<file path="src/core/lfs_consts.svh">
// Purpose: Frame layout, command codes, register map and field positions.
// Assumes: Included by bare name from every core file except the link interface.
// Notes: Definitions only.
`ifndef LFS_CONSTS_SVH
`define LFS_CONSTS_SVH
`define LFS_FRAME_BITS 16
`define LFS_CMD_MSB 15
`define LFS_CMD_LSB 13
`define LFS_ADDR_MSB 12
`define LFS_ADDR_LSB 9
`define LFS_DATA_MSB 8
`define LFS_DATA_LSB 0
`define LFS_CMD_CLAMP_ON 3'h0
`define LFS_CMD_CLAMP_OFF 3'h1
`define LFS_CMD_SLEEP 3'h2
`define LFS_CMD_HOLD_ON 3'h3
`define LFS_CMD_HOLD_OFF 3'h4
`define LFS_CMD_SOFT_RST 3'h5
`define LFS_CMD_READ 3'h6
`define LFS_CMD_WRITE 3'h7
`define LFS_ADDR_GENERAL 4'h0
`define LFS_ADDR_XTUNE 4'h1
`define LFS_ADDR_YTUNE 4'h2
`define LFS_ADDR_COLPAR 4'h6
`define LFS_ADDR_STATUS 4'h7
`define LFS_CFG_RESET 9'h000
`define LFS_READ_PAD 7'h00
`define LFS_OUTSEL_MSB 8
`define LFS_OUTSEL_LSB 7
`define LFS_PULLDOWN_BIT 8
`define LFS_ALRTIND_BIT 4
`define LFS_CHAN_EN_MSB 3
`define LFS_CHAN_EN_LSB 1
`endif

</file>
<file path="src/core/lfs_pkg.sv">
// Purpose: Shared types of the front end serial port.
// Assumes: Constants come from lfs_consts.svh.
// Notes: Nothing here is imported; users write lfs_pkg::name.
`include "lfs_consts.svh"
package lfs_pkg;
    typedef logic [8:0] lfs_row_t;
    typedef enum logic [2:0] {
        LFS_CLAMP_ON = `LFS_CMD_CLAMP_ON,
        LFS_CLAMP_OFF = `LFS_CMD_CLAMP_OFF,
        LFS_SLEEP = `LFS_CMD_SLEEP,
        LFS_HOLD_ON = `LFS_CMD_HOLD_ON,
        LFS_HOLD_OFF = `LFS_CMD_HOLD_OFF,
        LFS_SOFT_RST = `LFS_CMD_SOFT_RST,
        LFS_READ = `LFS_CMD_READ,
        LFS_WRITE = `LFS_CMD_WRITE
    } lfs_cmd_t;
endpackage

</file>
<file path="src/core/lfs_link_if.sv">
// Purpose: Carries frames between the pin shifter and the decoder.
// Assumes: Both ends run on mclk.
// Notes: Pulses last one mclk cycle.
`timescale 1ns/1ps
`default_nettype none
interface lfs_link_if;
    logic cs_low;
    logic cs_rise;
    logic aligned;
    logic frame_done;
    logic [15:0] frame_word;
    logic [15:0] tx_word;
    logic sdo;
    modport shf (output cs_low, cs_rise, aligned, frame_done, frame_word, sdo,
        input tx_word);
    modport ctl (input cs_low, cs_rise, aligned, frame_done, frame_word, sdo,
        output tx_word);
endinterface
`default_nettype wire

</file>
<file path="src/core/lfs_top.sv">
// Purpose: Serial configuration port and command decoder of an LF front end.
// Assumes: mclk at 100 MHz, serial clock much slower; pins split in three.
// Notes: Commands act when chip select rises after whole frames.
// Summary of operation
// - Clock pin is open-collector alert while select high, serial clock when low.
// - Data pin drives received data when idle unless strength output selected, input in frames, output in results.
// - Frame is command 3 bits, address 4, data byte 8, parity 1, MSB first.
// - Mode 0,0: clock idles low, sample on rise, change output on fall.
// - Clocks per select-low interval must be a multiple of 16, else abort.
// - Result frame is seven dummy bits, eight data bits, then row parity.
// - Select-high gap counts as no clock; data appears from eighth clock after.
// - Codes 000 to 101 are command-only; address, data, parity ignored.
// - Code 000 turns on modulation only of channels whose enable bit in address 0 is clear.
// - Code 001 turns off modulation of all channels.
// - Code 010 sleeps; any other valid command wakes.
// - 011 freezes gain, 100 releases it, 101 soft resets internal blocks.
// - Code 110 reads addressed register; 0-5 config, 6 column parity, 7 status.
// - Code 111 writes byte and parity; writing address 7 has no effect.
// - Config parity bit gives odd parity; status parity position is not parity.
// - Address 6 holds column parity over config bytes zero to five.
// - Pull-down follows its enable bit only while signal-strength output selected.
// - Soft reset is ignored when the front end is not active.
// - Soft reset leaves an active modulation clamp on.
// - A transfer suspends signal-strength output until it finishes.
`timescale 1ns/1ps
`default_nettype none
`include "lfs_consts.svh"
module lfs_top (
    // System.
    input wire logic mclk,
    input wire logic rst_b,
    // Chip select pin.
    input wire logic cs_pin_b,
    // Shared clock and alert pin.
    input wire logic sclk_alert_in,
    output logic sclk_alert_out,
    output logic sclk_alert_oe,
    // Shared data pin.
    input wire logic sdio_in,
    output logic sdio_out,
    output logic sdio_oe,
    // Analog side inputs.
    input wire logic demod_in,
    input wire logic carrier_in,
    input wire logic alarm_in,
    input wire logic active_in,
    input wire logic [8:0] status_in,
    // Analog side controls.
    output logic [2:0] mod_clamp_out,
    output logic sleep_out,
    output logic gain_hold_out,
    output logic soft_reset_out,
    output logic signal_strength_out,
    output logic strength_pulldown_enable,
    output logic [62:0] config_out
);
    lfs_link_if link ();

    lfs_pkg::lfs_row_t cfg_reg [0:6];
    logic [1:0] an_sync1_reg [0:3];
    logic [3:0] an_sync2_reg;
    logic [8:0] st_sync1_reg;
    logic [8:0] st_sync2_reg;
    logic [15:0] pend_reg;
    logic pend_valid_reg;
    logic read_pend_reg;
    logic [3:0] read_addr_reg;
    logic [2:0] mod_reg;
    logic sleep_reg;
    logic hold_reg;
    logic srst_reg;
    logic par_err_reg;
    logic alert_oe_reg;
    logic alert_out_reg;
    logic data_out_reg;
    logic data_oe_reg;
    logic signal_strength_out_reg;
    logic pull_reg;
    logic exec;
    lfs_pkg::lfs_cmd_t cmd;
    logic [3:0] addr;
    logic [8:0] wdata;
    logic [2:0] chan_on;
    logic signal_strength_out_mode;

    // Odd parity check of one row.
    function automatic logic row_odd(input logic [8:0] v);
        row_odd = ^v;
    endfunction

    // Register read decode used only by the result frame; parity logic reads cfg_reg directly.
    function automatic logic [8:0] reg_read(input logic [3:0] a,
        input logic [8:0] st);
        logic [8:0] r;
        r = 9'h000;
        if (a == `LFS_ADDR_STATUS) begin
            r = st;
        end else if (a < `LFS_ADDR_STATUS) begin
            r = cfg_reg[a[2:0]];
        end
        reg_read = r;
    endfunction

    lfs_shifter u_shifter (
        .mclk(mclk),
        .rst_b(rst_b),
        .cs_pin_b(cs_pin_b),
        .sclk_pin(sclk_alert_in),
        .sdi_pin(sdio_in),
        .link(link)
    );

    // Analog levels cross in through three flops each, status through two.
    always_ff @(posedge mclk or negedge rst_b) begin
        if (!rst_b) begin
            for (int i = 0; i < 4; i++) begin
                an_sync1_reg[i] <= 2'h0;
            end
            an_sync2_reg <= 4'h0;
            st_sync1_reg <= 9'h000;
            st_sync2_reg <= 9'h000;
        end else begin
            an_sync1_reg[0] <= {an_sync1_reg[0][0], demod_in};
            an_sync1_reg[1] <= {an_sync1_reg[1][0], carrier_in};
            an_sync1_reg[2] <= {an_sync1_reg[2][0], alarm_in};
            an_sync1_reg[3] <= {an_sync1_reg[3][0], active_in};
            for (int i = 0; i < 4; i++) begin
                an_sync2_reg[i] <= an_sync1_reg[i][1];
            end
            st_sync1_reg <= status_in;
            st_sync2_reg <= st_sync1_reg;
        end
    end

    // Decoded fields of the frame waiting for chip select to rise.
    assign cmd = lfs_pkg::lfs_cmd_t'(pend_reg[`LFS_CMD_MSB:`LFS_CMD_LSB]);
    assign addr = pend_reg[`LFS_ADDR_MSB:`LFS_ADDR_LSB];
    assign wdata = pend_reg[`LFS_DATA_MSB:`LFS_DATA_LSB];
    assign exec = link.cs_rise & link.aligned & pend_valid_reg;
    assign chan_on = ~cfg_reg[0][`LFS_CHAN_EN_MSB:`LFS_CHAN_EN_LSB];
    assign signal_strength_out_mode = cfg_reg[1][`LFS_OUTSEL_MSB];
    assign link.tx_word = {`LFS_READ_PAD, reg_read(read_addr_reg, st_sync2_reg)};

    // Deferring action to the rise of select lets a short interval abort cleanly.
    always_ff @(posedge mclk or negedge rst_b) begin
        if (!rst_b) begin
            pend_reg <= 16'h0000;
            pend_valid_reg <= 1'b0;
        end else if (link.cs_rise) begin
            pend_valid_reg <= 1'b0;
        end else if (link.frame_done & ~read_pend_reg) begin
            pend_reg <= link.frame_word;
            pend_valid_reg <= 1'b1;
        end
    end

    // Read is split over two intervals; the result survives an aborted one.
    always_ff @(posedge mclk or negedge rst_b) begin
        if (!rst_b) begin
            read_pend_reg <= 1'b0;
            read_addr_reg <= 4'h0;
        end else if (exec && cmd == lfs_pkg::LFS_READ) begin
            read_pend_reg <= 1'b1;
            read_addr_reg <= addr;
        end else if (link.cs_rise & link.aligned & read_pend_reg) begin
            read_pend_reg <= 1'b0;
        end
    end

    // Register writes; status is read-only and never stored.
    always_ff @(posedge mclk or negedge rst_b) begin
        if (!rst_b) begin
            for (int i = 0; i < 7; i++) begin
                cfg_reg[i] <= `LFS_CFG_RESET;
            end
        end else if (exec && cmd == lfs_pkg::LFS_WRITE && addr < `LFS_ADDR_STATUS) begin
            cfg_reg[addr[2:0]] <= wdata;
        end
    end

    // Modulation clamp; soft reset deliberately leaves it alone.
    always_ff @(posedge mclk or negedge rst_b) begin
        if (!rst_b) begin
            mod_reg <= 3'h0;
        end else if (exec && cmd == lfs_pkg::LFS_CLAMP_ON) begin
            mod_reg <= mod_reg | chan_on;
        end else if (exec && cmd == lfs_pkg::LFS_CLAMP_OFF) begin
            mod_reg <= 3'h0;
        end
    end

    // Sleep, gain hold and soft reset; address and data are ignored here.
    always_ff @(posedge mclk or negedge rst_b) begin
        if (!rst_b) begin
            sleep_reg <= 1'b0;
            hold_reg <= 1'b0;
            srst_reg <= 1'b0;
        end else begin
            srst_reg <= 1'b0;
            if (exec) begin
                sleep_reg <= (cmd == lfs_pkg::LFS_SLEEP);
                if (cmd == lfs_pkg::LFS_HOLD_ON) begin
                    hold_reg <= 1'b1;
                end
                if (cmd == lfs_pkg::LFS_HOLD_OFF) begin
                    hold_reg <= 1'b0;
                end
                if (cmd == lfs_pkg::LFS_SOFT_RST) begin
                    srst_reg <= an_sync2_reg[3] & ~sleep_reg;
                end
            end
        end
    end

    // Row and column parity; a cleared map fails and so raises the alert.
    always_ff @(posedge mclk or negedge rst_b) begin
        logic bad;
        logic [8:1] col;
        bad = 1'b0;
        col = 8'h00;
        if (!rst_b) begin
            par_err_reg <= 1'b1;
        end else begin
            for (int i = 0; i < 7; i++) begin
                bad = bad | ~row_odd(cfg_reg[i]);
                col = col ^ cfg_reg[i][8:1];
            end
            par_err_reg <= bad | (col != 8'hFF);
        end
    end

    // Alert pulls the clock pin low only while select is high.
    always_ff @(posedge mclk or negedge rst_b) begin
        if (!rst_b) begin
            alert_oe_reg <= 1'b0;
            alert_out_reg <= 1'b0;
        end else begin
            alert_out_reg <= 1'b0;
            alert_oe_reg <= ~link.cs_low & (par_err_reg |
                (an_sync2_reg[2] & cfg_reg[0][`LFS_ALRTIND_BIT]));
        end
    end

    // Data pin source; signal strength is analog so the digital driver lets go.
    always_ff @(posedge mclk or negedge rst_b) begin
        if (!rst_b) begin
            data_out_reg <= 1'b0;
            data_oe_reg <= 1'b0;
        end else if (link.cs_low) begin
            data_out_reg <= link.sdo;
            data_oe_reg <= read_pend_reg;
        end else begin
            data_out_reg <= cfg_reg[1][`LFS_OUTSEL_LSB] ? an_sync2_reg[1] : an_sync2_reg[0];
            data_oe_reg <= ~signal_strength_out_mode;
        end
    end

    // Strength output pauses during a transfer; pull-down obeys only in that mode.
    always_ff @(posedge mclk or negedge rst_b) begin
        if (!rst_b) begin
            signal_strength_out_reg <= 1'b0;
            pull_reg <= 1'b0;
        end else begin
            signal_strength_out_reg <= signal_strength_out_mode & ~link.cs_low;
            pull_reg <= signal_strength_out_mode & cfg_reg[2][`LFS_PULLDOWN_BIT];
        end
    end

    assign sclk_alert_out = alert_out_reg;
    assign sclk_alert_oe = alert_oe_reg;
    assign sdio_out = data_out_reg;
    assign sdio_oe = data_oe_reg;
    assign mod_clamp_out = mod_reg;
    assign sleep_out = sleep_reg;
    assign gain_hold_out = hold_reg;
    assign soft_reset_out = srst_reg;
    assign signal_strength_out = signal_strength_out_reg;
    assign strength_pulldown_enable = pull_reg;
    assign config_out = {cfg_reg[6], cfg_reg[5], cfg_reg[4], cfg_reg[3],
        cfg_reg[2], cfg_reg[1], cfg_reg[0]};
endmodule
`default_nettype wire

</file>
<file path="src/core/lfs_shifter.sv">
// Purpose: Samples the serial pins and shifts 16-bit frames in and out.
// Assumes: Serial clock is far slower than mclk.
// Notes: Edges are found on synchronised copies of the pins.
`timescale 1ns/1ps
`default_nettype none
`include "lfs_consts.svh"
module lfs_shifter (
    // System.
    input wire logic mclk,
    input wire logic rst_b,
    // Pin inputs.
    input wire logic cs_pin_b,
    input wire logic sclk_pin,
    input wire logic sdi_pin,
    // Decoder side.
    lfs_link_if.shf link
);
    logic [1:0] cs_sync_reg;
    logic [1:0] ck_sync_reg;
    logic [1:0] di_sync_reg;
    logic cs_last_reg;
    logic ck_last_reg;
    logic [15:0] rx_reg;
    logic [15:0] tx_reg;
    logic [15:0] word_reg;
    logic [3:0] cnt_reg;
    logic any_reg;
    logic done_reg;
    logic rise_reg;
    logic aligned_reg;
    logic sel;
    logic ck_rise;
    logic ck_fall;

    // Two flops on every pin before any logic looks at it.
    always_ff @(posedge mclk or negedge rst_b) begin
        if (!rst_b) begin
            cs_sync_reg <= 2'h3;
            ck_sync_reg <= 2'h0;
            di_sync_reg <= 2'h0;
            cs_last_reg <= 1'b1;
            ck_last_reg <= 1'b0;
        end else begin
            cs_sync_reg <= {cs_sync_reg[0], cs_pin_b};
            ck_sync_reg <= {ck_sync_reg[0], sclk_pin};
            di_sync_reg <= {di_sync_reg[0], sdi_pin};
            cs_last_reg <= cs_sync_reg[1];
            ck_last_reg <= ck_sync_reg[1];
        end
    end

    assign sel = ~cs_sync_reg[1];
    assign ck_rise = sel & ck_sync_reg[1] & ~ck_last_reg;
    assign ck_fall = sel & ~ck_sync_reg[1] & ck_last_reg;

    // Input on rising edges, output on falling edges, MSB first.
    always_ff @(posedge mclk or negedge rst_b) begin
        if (!rst_b) begin
            rx_reg <= 16'h0000;
            tx_reg <= 16'h0000;
            word_reg <= 16'h0000;
            cnt_reg <= 4'h0;
            any_reg <= 1'b0;
            done_reg <= 1'b0;
            rise_reg <= 1'b0;
            aligned_reg <= 1'b0;
        end else begin
            done_reg <= 1'b0;
            rise_reg <= ~cs_last_reg & cs_sync_reg[1];
            aligned_reg <= (cnt_reg == 4'h0) & any_reg;
            if (cs_last_reg & ~cs_sync_reg[1]) begin
                cnt_reg <= 4'h0;
                any_reg <= 1'b0;
                tx_reg <= link.tx_word;
            end else begin
                if (ck_rise) begin
                    rx_reg <= {rx_reg[14:0], di_sync_reg[1]};
                    cnt_reg <= cnt_reg + 4'h1;
                    any_reg <= 1'b1;
                    done_reg <= (cnt_reg == 4'hF);
                    if (cnt_reg == 4'hF) begin
                        word_reg <= {rx_reg[14:0], di_sync_reg[1]};
                    end
                end
                if (ck_fall) begin
                    tx_reg <= {tx_reg[14:0], 1'b0};
                end
            end
        end
    end

    assign link.cs_low = sel;
    assign link.cs_rise = rise_reg;
    assign link.aligned = aligned_reg;
    assign link.frame_done = done_reg;
    assign link.frame_word = word_reg;
    assign link.sdo = tx_reg[15];
endmodule
`default_nettype wire

</file>
<file path="config.mk">
export PLATFORM = sky130hd
export DESIGN_NAME = lfs_top
export DESIGN_NICKNAME = d
export VERILOG_FILES = /design/src/core/lfs_pkg.sv /design/src/core/lfs_link_if.sv /design/src/core/lfs_top.sv /design/src/core/lfs_shifter.sv
export VERILOG_INCLUDE_DIRS = /design/src /design/src/core
export SDC_FILE = /design/constraint.sdc
export NUM_CORES = 1
export LEC_CHECK = 0
export ABC_AREA = 1
export BUFFER_PORTS_ARGS = -buffer_cell sky130_fd_sc_hd__buf_2
export CORE_MARGIN = 2
export CORE_UTILIZATION = 59
export DETAILED_ROUTE_END_ITERATION = 16
export GPL_TIMING_DRIVEN = 0
export PLACE_DENSITY_LB_ADDON = 0.08
export RECOVER_POWER = 50
export SLEW_MARGIN = 25
export SYNTH_ARGS = -nofsm -noshare
export SYNTH_HDL_FRONTEND = slang
export SYNTH_SLANG_ARGS = --single-unit
export TNS_END_PERCENT = 50
</file>
<file path="constraint.sdc">
create_clock -name mclk -period 1.77 [get_ports mclk]
set_input_delay 0.0885 -clock mclk [delete_from_list [all_inputs] [get_ports mclk]]
set_output_delay 0.0885 -clock mclk [all_outputs]
set_load 0.005 [all_outputs]
</file>
### Word-level counts from Yosys, hierarchy flattened

Index checks and enable logic that the tools add are counted.

* reductions and logical operators: 25
* mux-type cells: 29
* $add $sub $neg: 1
* equal/unequal tests: 10
* order comparisons: 5
* bitwise logic cells: 50

Operators by type and width (count)
* $bwmux 63: 1
* $reduce_xor 9->1: 7
* $xor 8x8->8: 6
* $mux 9: 5
* $mux 16: 2
* $bmux 9 s3: 1
* $demux 9 s3: 1
* $and 1x1->1: 16
* $not 1->1: 16
* $mux 1: 15
* $eq 3x3->1 const B: 4
* $reduce_bool 2->1: 6
* $ge 4x4->1 const B: 2
* $lt 4x3->1 const B: 2
* $mux 4: 2
* $ne 8x8->1 const B: 1
* $not 3->4: 2
* $or 1x1->1: 8
* $eq 3x2->1 const B: 2
* $logic_and 1x1->1: 6
* $mux 3: 2
* $reduce_and 2->1: 3
* $add 4x1->4 const B: 1
* $eq 4x3->1 const B: 1
* other kinds (8): 8

* output and inout port bits: 75
* input bits: 18
* word-level logic and storage cells: 161
* bits in registers: 190

### Logic depth before layout (Yosys ltp)

Gate-level depths: netlist of run 1.

* word-level depth: 9
* mapped depth: 15
* gate-level depth less buffers: 14

### Hierarchy

A second synthesis of run 1 with hierarchy kept.

* cells, all modules: 1169
* area total of the unflattened synthesis: 9432.8 sq um

Modules (own cells, without submodules)
* lfs_top: cells an instance 904, instances 1, area each 6847.8 sq um, sequential area each 3179.3 sq um
* lfs_shifter: cells an instance 265, instances 1, area each 2585.0 sq um, sequential area each 1580.3 sq um

### Least setup slack after synthesis of run 1

OpenSTA, ideal clock, no wires.

* kind: reg-to-reg
* start: reg u_shifter.rise_reg, in the netlist u_shifter.link.cs_rise
* end: reg cfg_reg (netlist bit config_out[16])
* buffers on the path: 1
* clock period less this slack: 1.452 ns
* data required time: 1.646 ns
* arrival: 1.328 ns
* slack: 0.318 ns
* cell stages (with the launch flop): 11
* library setup time: 0.124 ns
* cells stage by stage: dfrtp_1 -> nand2_1 -> nor2_2 -> inv_2 -> nor2_4 -> nand2_2 -> nor2_4 -> nand2_4 -> buf_6 -> nand2_1 -> o21ai_2

* cells in the longest elaborated chain, start to end: 4

RTL lines
* from (decl): line lfs_shifter.sv:29 `logic rise_reg;`
* from (signal assigned): line lfs_shifter.sv:69 `rise_reg <= ~cs_last_reg & cs_sync_reg[1];`
* $and 1x1->1 (2 in series): line lfs_top.sv:139 `assign exec = link.cs_rise & link.aligned & pend_valid_reg;`
* $logic_and 1x1->1: line lfs_top.sv:176 `` end else if (exec && cmd == lfs_pkg::LFS_WRITE && addr < `LFS_ADDR_STATUS) begin ``
* $logic_and 1x1->1 (no source line)
* to (signal, indexed assignment): line lfs_top.sv:174 `` cfg_reg[i] <= `LFS_CFG_RESET; ``
* to (signal, indexed assignment): line lfs_top.sv:177 `cfg_reg[addr[2:0]] <= wdata;`
* to (decl): line lfs_top.sv:59 `lfs_pkg::lfs_row_t cfg_reg [0:6];`

No other way between the ends.
A chain may end at the register's enable or synchronous reset.

### Final worst setup path of run 1

* start: reg pend_reg[12]
* end: reg cfg_reg (netlist bit config_out[62])

* cells in the longest elaborated chain, start to end: 2

RTL lines
* from (decl): line lfs_top.sv:64 `logic [15:0] pend_reg;`
* from (signal assigned): line lfs_top.sv:152 `pend_reg <= link.frame_word;`
* $lt 4x3->1 (no source line)
* $logic_and 1x1->1 (no source line)

No other way between the ends.

==> results of run 1 <==
==> kinds of logic (layout without fill, tap and decap cells) <==
group	count (synthesis)	count (layout)	synth area share
DFF	190	190	0.525
buffers and inverters	177	327	0.0815
adders and majority gates	2	2	0.00276
and+or+nand+nor	487	487	0.227
AOI/OAI and AO/OA	207	207	0.131
other	1	1	0.000414
xor gates and xnor gates	33	33	0.0319
==> power by group through the flow <==
stage	clock (mW)	combinational (mW)	sequential, mW
2_1_floorplan	0	0.122	4.58
3_3_place_gp	0	0.256	4.59
3_5_place_dp	0	0.280	4.59
4_1_cts	3.97	0.313	4.51
5_1_grt	4.15	0.366	4.52
6_report	3.94	0.310	4.51
==> worst register-to-register path, stage by stage, from the launching register on <==
cell and delay, ns:
dfrtp_1 0.36, inv_1 0.10, nand3_2 0.08, a31oi_2 0.23, nand2_4 0.12, nor2_8 0.20
nand3_4 0.20, buf_12 0.21, nand2_2 0.05, o21ai_2 0.05
==> cells in the mapped netlist, types with 6 or more instances <==
cell / count / area (sq um)
buf_2: 12 / 60.1
o21ai_2: 18 / 158
buf_6: 7 / 78.8
inv_1: 135 / 507
dfrtp_1: 186 / 4650
o21ai_0: 48 / 240
nand3b_1: 7 / 52.6
inv_2: 6 / 22.5
nand3_1: 56 / 280
xor2_1: 13 / 114
nand2_1: 353 / 1330
a21oi_1: 40 / 200
a31oi_1: 10 / 62.6
nor2_1: 43 / 161
clkbuf_1: 11 / 41.3
nand2_4: 6 / 67.6
o21ai_1: 68 / 340
xnor2_1: 20 / 175
nand4_1: 9 / 56.3
o2111ai_1: 7 / 61.3
==> timing repair <==
item / 4_1_cts / 5_1_grt
resized for setup: 3 / 33
cloned: 0 / 1
setup endpoints to repair: 17 / 30
hold buffers: 17 / 0
pin swaps: 0 / 6
hold endpoints to repair: 205 / 0
setup buffers: 0 / 8
==> path summary, 6_finish.rpt <==
| check | end | cells past startpoint |
|---|---|---|
| max in group asynchronous | par_err_reg | 3 |
| max | config_out[62] | 9 |
| min reg2reg | an_sync1_reg[5] | 0 |
| min | u_shifter.cnt_reg[3] | 2 |
| min in group mclk | an_sync1_reg[0] | 2 |
| max reg2reg | config_out[62] | 9 |
==> through the flow <==
step / power, mW / std cells
CTS: 8.80 / 1427
global placement: 4.85 / 1376
finish: 8.76 / 1435
floorplan: 4.70 / 1097
detailed placement: 4.87 / 1378
global route: 9.04 / 1435
==> placed cells by master, fill, tap and decap left out, types with 9 or more instances in the layout <==
master / Yosys / final
nor2_1: 43 / 40
inv_1: 135 / 134
o21ai_0: 48 / 47
dlygate4sd3_1: 0 / 17
buf_2: 12 / 100
clkbuf_16: 0 / 18
xnor2_1: 20 / 20
nand4_1: 9 / 9
o21ai_2: 18 / 18
xor2_1: 13 / 13
a31oi_1: 10 / 9
dfrtp_1: 186 / 179
nand2_1: 353 / 351
o21ai_1: 68 / 69
clkbuf_1: 11 / 10
nand3_1: 56 / 55
a21oi_1: 40 / 40
==> metal layers <==
metal	wire, um	vias up
li1	-	3790
met1	10300	3699
met2	11700	296
met3	1630	53
met4	1020	0
met5	0	-
==> layout make-up <==
cell class                 count  share of cell area
buffer                        34              0.0206
clock buffer                  20              0.0423
clock inverter                12              0.0140
inverter                     142              0.0498
multi-input combinational    730               0.335
sequential                   190               0.442
tap                          188              0.0218
timing repair buffer         119              0.0745
==> reports/results.ini, run 1 <==
[grt]
busiest_layer = met2
grt_use_total = 0.313
grt_max_degree = 84
grt_pass1_vias = 7335
gr-total-overflow = 0
met3_usage = 0.0593
grt_pass1_wl_mm = 38.6
antenna_found_initial = 0
grtUsageMet1 = 0.420
use_met2 = 0.500

[floorplanning]
dieArea_sq_um = 16400
coreArea_sq_um = 15100
fp.dieH_um = 128
start_util = 0.601
ioPinCount = 93
die_w_um = 128
num_rows = 45

[flow_run]
cap_viol_max_count = 0

[hold_path]
hold_class = input port to asynchronous set/reset pin

[detailed_routing]
routed_wl_mm = 24.6
final_antenna_net_count = 0
vias_per_cell = 5.46
dr.pass1.iters = 5
drc_errors = 0
drt_iter0_drc = 779
post_drt_wl_per_cell_um = 17.2
dr_total_vias = 7838

[critical_path]
critPathLaunchType = flop
worstPathRequired_ns = 2.07
slowest_delay_ns = 0.36
critPathLaunch = pend_reg[12]
slowest_stage = dfrtp_1
crit_type = flop to flop
path_cells = inv_1 > nand3_2 > a31oi_2 > nand2_4 > nor2_8 > nand3_4 > buf_12 > nand2_2 > o21ai_2
crit_family = simple AND/OR/NAND/NOR gates
r2r_start = pend_reg[12]
reg2reg_slack_ns = 0.02
cp_data_arrival_time_ns = 2.05
cp-end-kind = flop
crit_fanout = 6
crit_buf_inv = 2

[timing]
whs_ns = 0.0851
hold_viol = 0
post-route-period-util = 0.988
finalSetupViolations = 0
timing.final.ws_setup_ns = 0.0208
period_minus_slack_ns = 1.75
tns_ns = 0
rsz0062_at_grt = yes
slew_viol_final = 0
fmax_ghz = 0.572
worst_slew_pin_slew_ns = 0.657
max_slew_margin = 0.562
skew_ns = 0.0165

[pwr]
p_per_area_nw_per_um2 = 812
cellLeakagePower_nw = 5.40
max-vdd-ir-drop_v = 0.000717
seq_power_share = 0.515
p_comb_frac = 0.035
p_switching_mw = 1.98
p_sw_frac = 0.227
internal_power_mw = 6.77
pwr-share-clk = 0.449

[clock_tree]
clk_pin_slew_worst_paths_ns = 0.07
htree_levels = 4
clock_path_buffers = 2
clkSinkCount = 190
numCtsBuffers = 17
cts_tree = built
worstSkewPairLatency_ns = 0.44
cts_root_buf = clkbuf_16

[layout]
fillers = 1181
diodes = 0
regArea_sq_um = 4770
multi_input_area_sq_um = 3610
largest_reg_flops = 63
final_core_util = 0.715
drive_above_1_share = 0.176
fin_nets = 1254
fin_area_sq_um = 10800
area_growth_pct = 19.0

[placement]
io_buffers = 91
place_ws_ns = -0.126
place_hpwl_mm = 17.6
routabilityCongestion = 0.915
placed_area_sq_um = 9820

[logic_synthesis]
ys_async_sr_fraction = 1.00
synth_warnings = 0
synth.yosys.seq_area_share = 0.525
avgSynthCellArea_sq_um = 8.26
synth_cell_types = 39
netlist_instances = 1097
synth.cell_area_sq_um = 9060
syn-num-nets = 1117
synth_edf_count = 0
yosys_register_bits = 190
synth-main-ff-cell = dfrtp_1

[outcome]
status = finished, final reports clean

Power figures use the tool's default switching activity.
==> run 2, diff against run 1 <==
CTS_BUF_LIST = sky130_fd_sc_hd__clkbuf_4 sky130_fd_sc_hd__clkbuf_8   (was not set)
SYNTH_HIERARCHICAL = 1   (was not set)
==> reports/results.ini, run 2 <==
[timing]
post-route-period-util = 1.03  ; was 0.988
slew_viol_final = 0  ; unchanged
max_slew_margin = 0.536  ; was 0.562
whs_ns = 0.0932  ; was 0.0851 ns
skew_ns = 0.0100  ; was 0.0165 ns
period_minus_slack_ns = 1.82  ; was 1.75 ns
finalSetupViolations = 2  ; was 0
worst_slew_pin_slew_ns = 0.696  ; was 0.657 ns
timing.final.ws_setup_ns = -0.0465  ; was 0.0208 ns
rsz0062_at_grt = yes  ; unchanged
tns_ns = -0.0553  ; was 0 ns
hold_viol = 0  ; unchanged
fmax_ghz = 0.551  ; was 0.572 GHz

[clock_tree]
worstSkewPairLatency_ns = 0.47  ; was 0.44 ns
htree_levels = 4  ; unchanged
cts_tree = built  ; unchanged
cts_root_buf = clkbuf_8  ; was clkbuf_16
clk_pin_slew_worst_paths_ns = 0.09  ; was 0.07 ns
clock_path_buffers = 2  ; unchanged
numCtsBuffers = 17  ; unchanged
clkSinkCount = 190  ; unchanged

[logic_synthesis]
synth_cell_types = 44  ; was 39
synth.cell_area_sq_um = 9430  ; was 9060 sq um
avgSynthCellArea_sq_um = 8.07  ; was 8.26 sq um
yosys-top-cells-area = dfrtp_1 49%, nand2_1 16%, inv_1 5.2%  ; was dfrtp_1 51%, nand2_1 15%, inv_1 5.6%
yosysMostFrequentCell = nand2_1  ; unchanged
yosys.area.top_type = dfrtp_1  ; unchanged
synth.yosys.seq_area_share = 0.505  ; was 0.525
yosys_register_bits = 190  ; unchanged
synth_warnings = 6  ; was 0
synth_commonest_cells = 408 x nand2_1, 186 x dfrtp_1, 130 x inv_1  ; was 353 x nand2_1, 186 x dfrtp_1, 135 x inv_1
synth-main-ff-cell = dfrtp_1  ; unchanged
ys_async_sr_fraction = 1.00  ; unchanged
netlist.area_leader.share = 0.493  ; was 0.514
synth_edf_count = 0  ; unchanged
netlist_instances = 1169  ; was 1097

[pwr]
seq_power_share = 0.598  ; was 0.515
internal_power_mw = 5.66  ; was 6.77 mW
cellLeakagePower_nw = 5.63  ; was 5.40 nW
p_per_area_nw_per_um2 = 679  ; was 812 nW/um^2
p_switching_mw = 1.89  ; was 1.98 mW
p_total_mw = 7.54  ; was 8.76 mW
pwr-share-clk = 0.362  ; was 0.449
max-vdd-ir-drop_v = 0.000715  ; was 0.000717 V
p_sw_frac = 0.250  ; was 0.227
p_comb_frac = 0.041  ; was 0.035

[detailed_routing]
final_antenna_net_count = 0  ; unchanged
vias_per_cell = 5.36  ; was 5.46
routed_wl_mm = 25.5  ; was 24.6 mm
dr_total_vias = 8358  ; was 7838
post_drt_wl_per_cell_um = 16.4  ; was 17.2 um
drt_iter0_drc = 633  ; was 779
dr.pass1.iters = 6  ; was 5
drc_errors = 0  ; unchanged

[layout]
mostFrequentLayoutCell = nand2_1  ; unchanged
area_growth_pct = 17.8  ; was 19.0%
fillers = 1380  ; was 1181
fin_nets = 1349  ; was 1254
multi_input_area_sq_um = 4090  ; was 3610 sq um
mostFrequentLayoutCells = 405 x nand2_1, 176 x dfrtp_1, 122 x inv_1  ; was 351 x nand2_1, 179 x dfrtp_1, 134 x inv_1
final_core_util = 0.705  ; was 0.715
drive_above_1_share = 0.179  ; was 0.176
largest_reg_flops = 63  ; unchanged
diodes = 0  ; unchanged
regArea_sq_um = 4770  ; about the same

[critical_path]
crit_type = flop to flop  ; unchanged
crit_buf_inv = 2  ; unchanged
slowest_stage = dfrtp_1  ; unchanged
cp_data_arrival_time_ns = 2.17  ; was 2.05 ns
worstPathRequired_ns = 2.12  ; was 2.07 ns
cp-end-kind = flop  ; unchanged
path_cells = buf_4 > buf_4 > o21ai_0 > o221ai_1 > nand3_1 > o21ai_0 > nand2_1 > nand3_1  ; was inv_1 > nand3_2 > a31oi_2 > nand2_4 > nor2_8 > nand3_4 > buf_12 > nand2_2 > o21ai_2
critPathLaunchType = flop  ; unchanged
slowest_delay_ns = 0.45  ; was 0.36 ns
crit_fanout = 11  ; was 6
crit_family = compound AO/OA/AOI/OAI gates  ; was simple AND/OR/NAND/NOR gates

[floorplanning]
num_rows = 46  ; was 45
fp.dieH_um = 130  ; was 128 um
coreArea_sq_um = 15800  ; was 15100 sq um
die_w_um = 130  ; was 128 um
dieArea_sq_um = 17000  ; was 16400 sq um
start_util = 0.598  ; was 0.601
ioPinCount = 93  ; unchanged

[grt]
grt_max_degree = 79  ; was 84
gr-total-overflow = 0  ; unchanged
grt_pass1_wl_mm = 39.5  ; was 38.6 mm
grt_use_total = 0.310  ; was 0.313
grt_pass1_vias = 7618  ; was 7335
antenna_found_initial = 0  ; unchanged

[placement]
place_ws_ns = -0.478  ; was -0.126 ns
io_buffers = 91  ; unchanged
place_hpwl_mm = 18.5  ; was 17.6 mm
routabilityCongestion = 0.960  ; was 0.915

[flow_run]
cap_viol_max_count = 0  ; unchanged

[outcome]
status = finished, violations left  ; was finished, final reports clean
violations = setup timing

[hold_path]
hold_class = input port to asynchronous set/reset pin  ; unchanged

==> run 2: final cells by class <==
class	count	share of cell area
Tap cell	216	0.0243
Inverter	135	0.0468
Clock inverter	12	0.00923
Buffer	33	0.0211
Timing Repair Buffer	136	0.0768
Multi-Input combinational cell	816	0.368
Clock buffer	20	0.0242
Sequential cell	190	0.429
==> run 2: what timing repair did <==
action,CTS,global route
endpoints found under the hold margin,127,0
pin swaps,2,7
gates cloned,0,0
setup endpoints to repair,9,11
gates resized for setup,32,53
setup buffers,5,21
hold buffers,17,0
==> run 2: path summary, 6_finish.rpt <==
kind / start / end / slack [ns] / depth (start not counted)
min in group mclk: status_in[4] / st_sync1_reg[4] / 0.26 / 2
worst min-delay path: rst_b / u_shifter/rx_reg[7] / 0.09 / 2
worst max-delay path: read_addr_reg[0] / u_shifter/tx_reg[7] / -0.05 / 8
worst min register to register: an_sync1_reg[0] / an_sync1_reg[1] / 0.35 / 0
max in group asynchronous: rst_b / config_out[32] / 0.33 / 4
worst max register to register: read_addr_reg[0] / u_shifter/tx_reg[7] / -0.05 / 8
==> run 2: worst reg2reg max path, stage by stage (launching register included) <==
cell      delay (ns)
dfrtp_1         0.45
buf_4           0.21
buf_4           0.15
o21ai_0         0.25
o221ai_1        0.16
nand3_1         0.17
o21ai_0         0.14
nand2_1         0.10
nand3_1         0.09
==> run 2: metal layers <==
| layer | share of wire | vias to the layer above | track usage | routed length (um) |
|---|---|---|---|---|
| met5 | 0 | - | 0 | 0 |
| met4 | 0.045 | 0 | 0.156 | 1150 |
| met3 | 0.055 | 66 | 0.0570 | 1400 |
| met2 | 0.47 | 280 | 0.501 | 12100 |
| met1 | 0.43 | 3964 | 0.407 | 10900 |
| li1 | - | 4048 | - | - |
==> run 2: logic make-up after synthesis <==
kind of cell / count (synthesis) / share of synthesized area
and+or+nand+nor: 595 / 0.277
adders and majority gates: 2 / 0.00265
AOI/OAI and AO/OA: 182 / 0.110
buffers and inverters: 170 / 0.0788
xor gates and xnor gates: 29 / 0.0269
DFF: 190 / 0.505
other: 1 / 0.000398
==> run 2: per-stage QoR <==
stage / std cells / instance area (sq um)
4_1_cts: 1538 / 10900
2_1_floorplan: 1176 / 9460
6_report: 1558 / 11100
3_5_place_dp: 1485 / 10200
3_3_place_gp: 1483 / 10200
5_1_grt: 1558 / 11100
==> run 2: power by group through the flow <==
stage	sequential, mW	clock [mW]	combinational, mW
3_5_place_dp	4.59	0	0.288
4_1_cts	4.51	2.78	0.317
3_3_place_gp	4.59	0	0.263
2_1_floorplan	4.58	0	0.129
5_1_grt	4.52	2.96	0.349
6_report	4.51	2.73	0.306
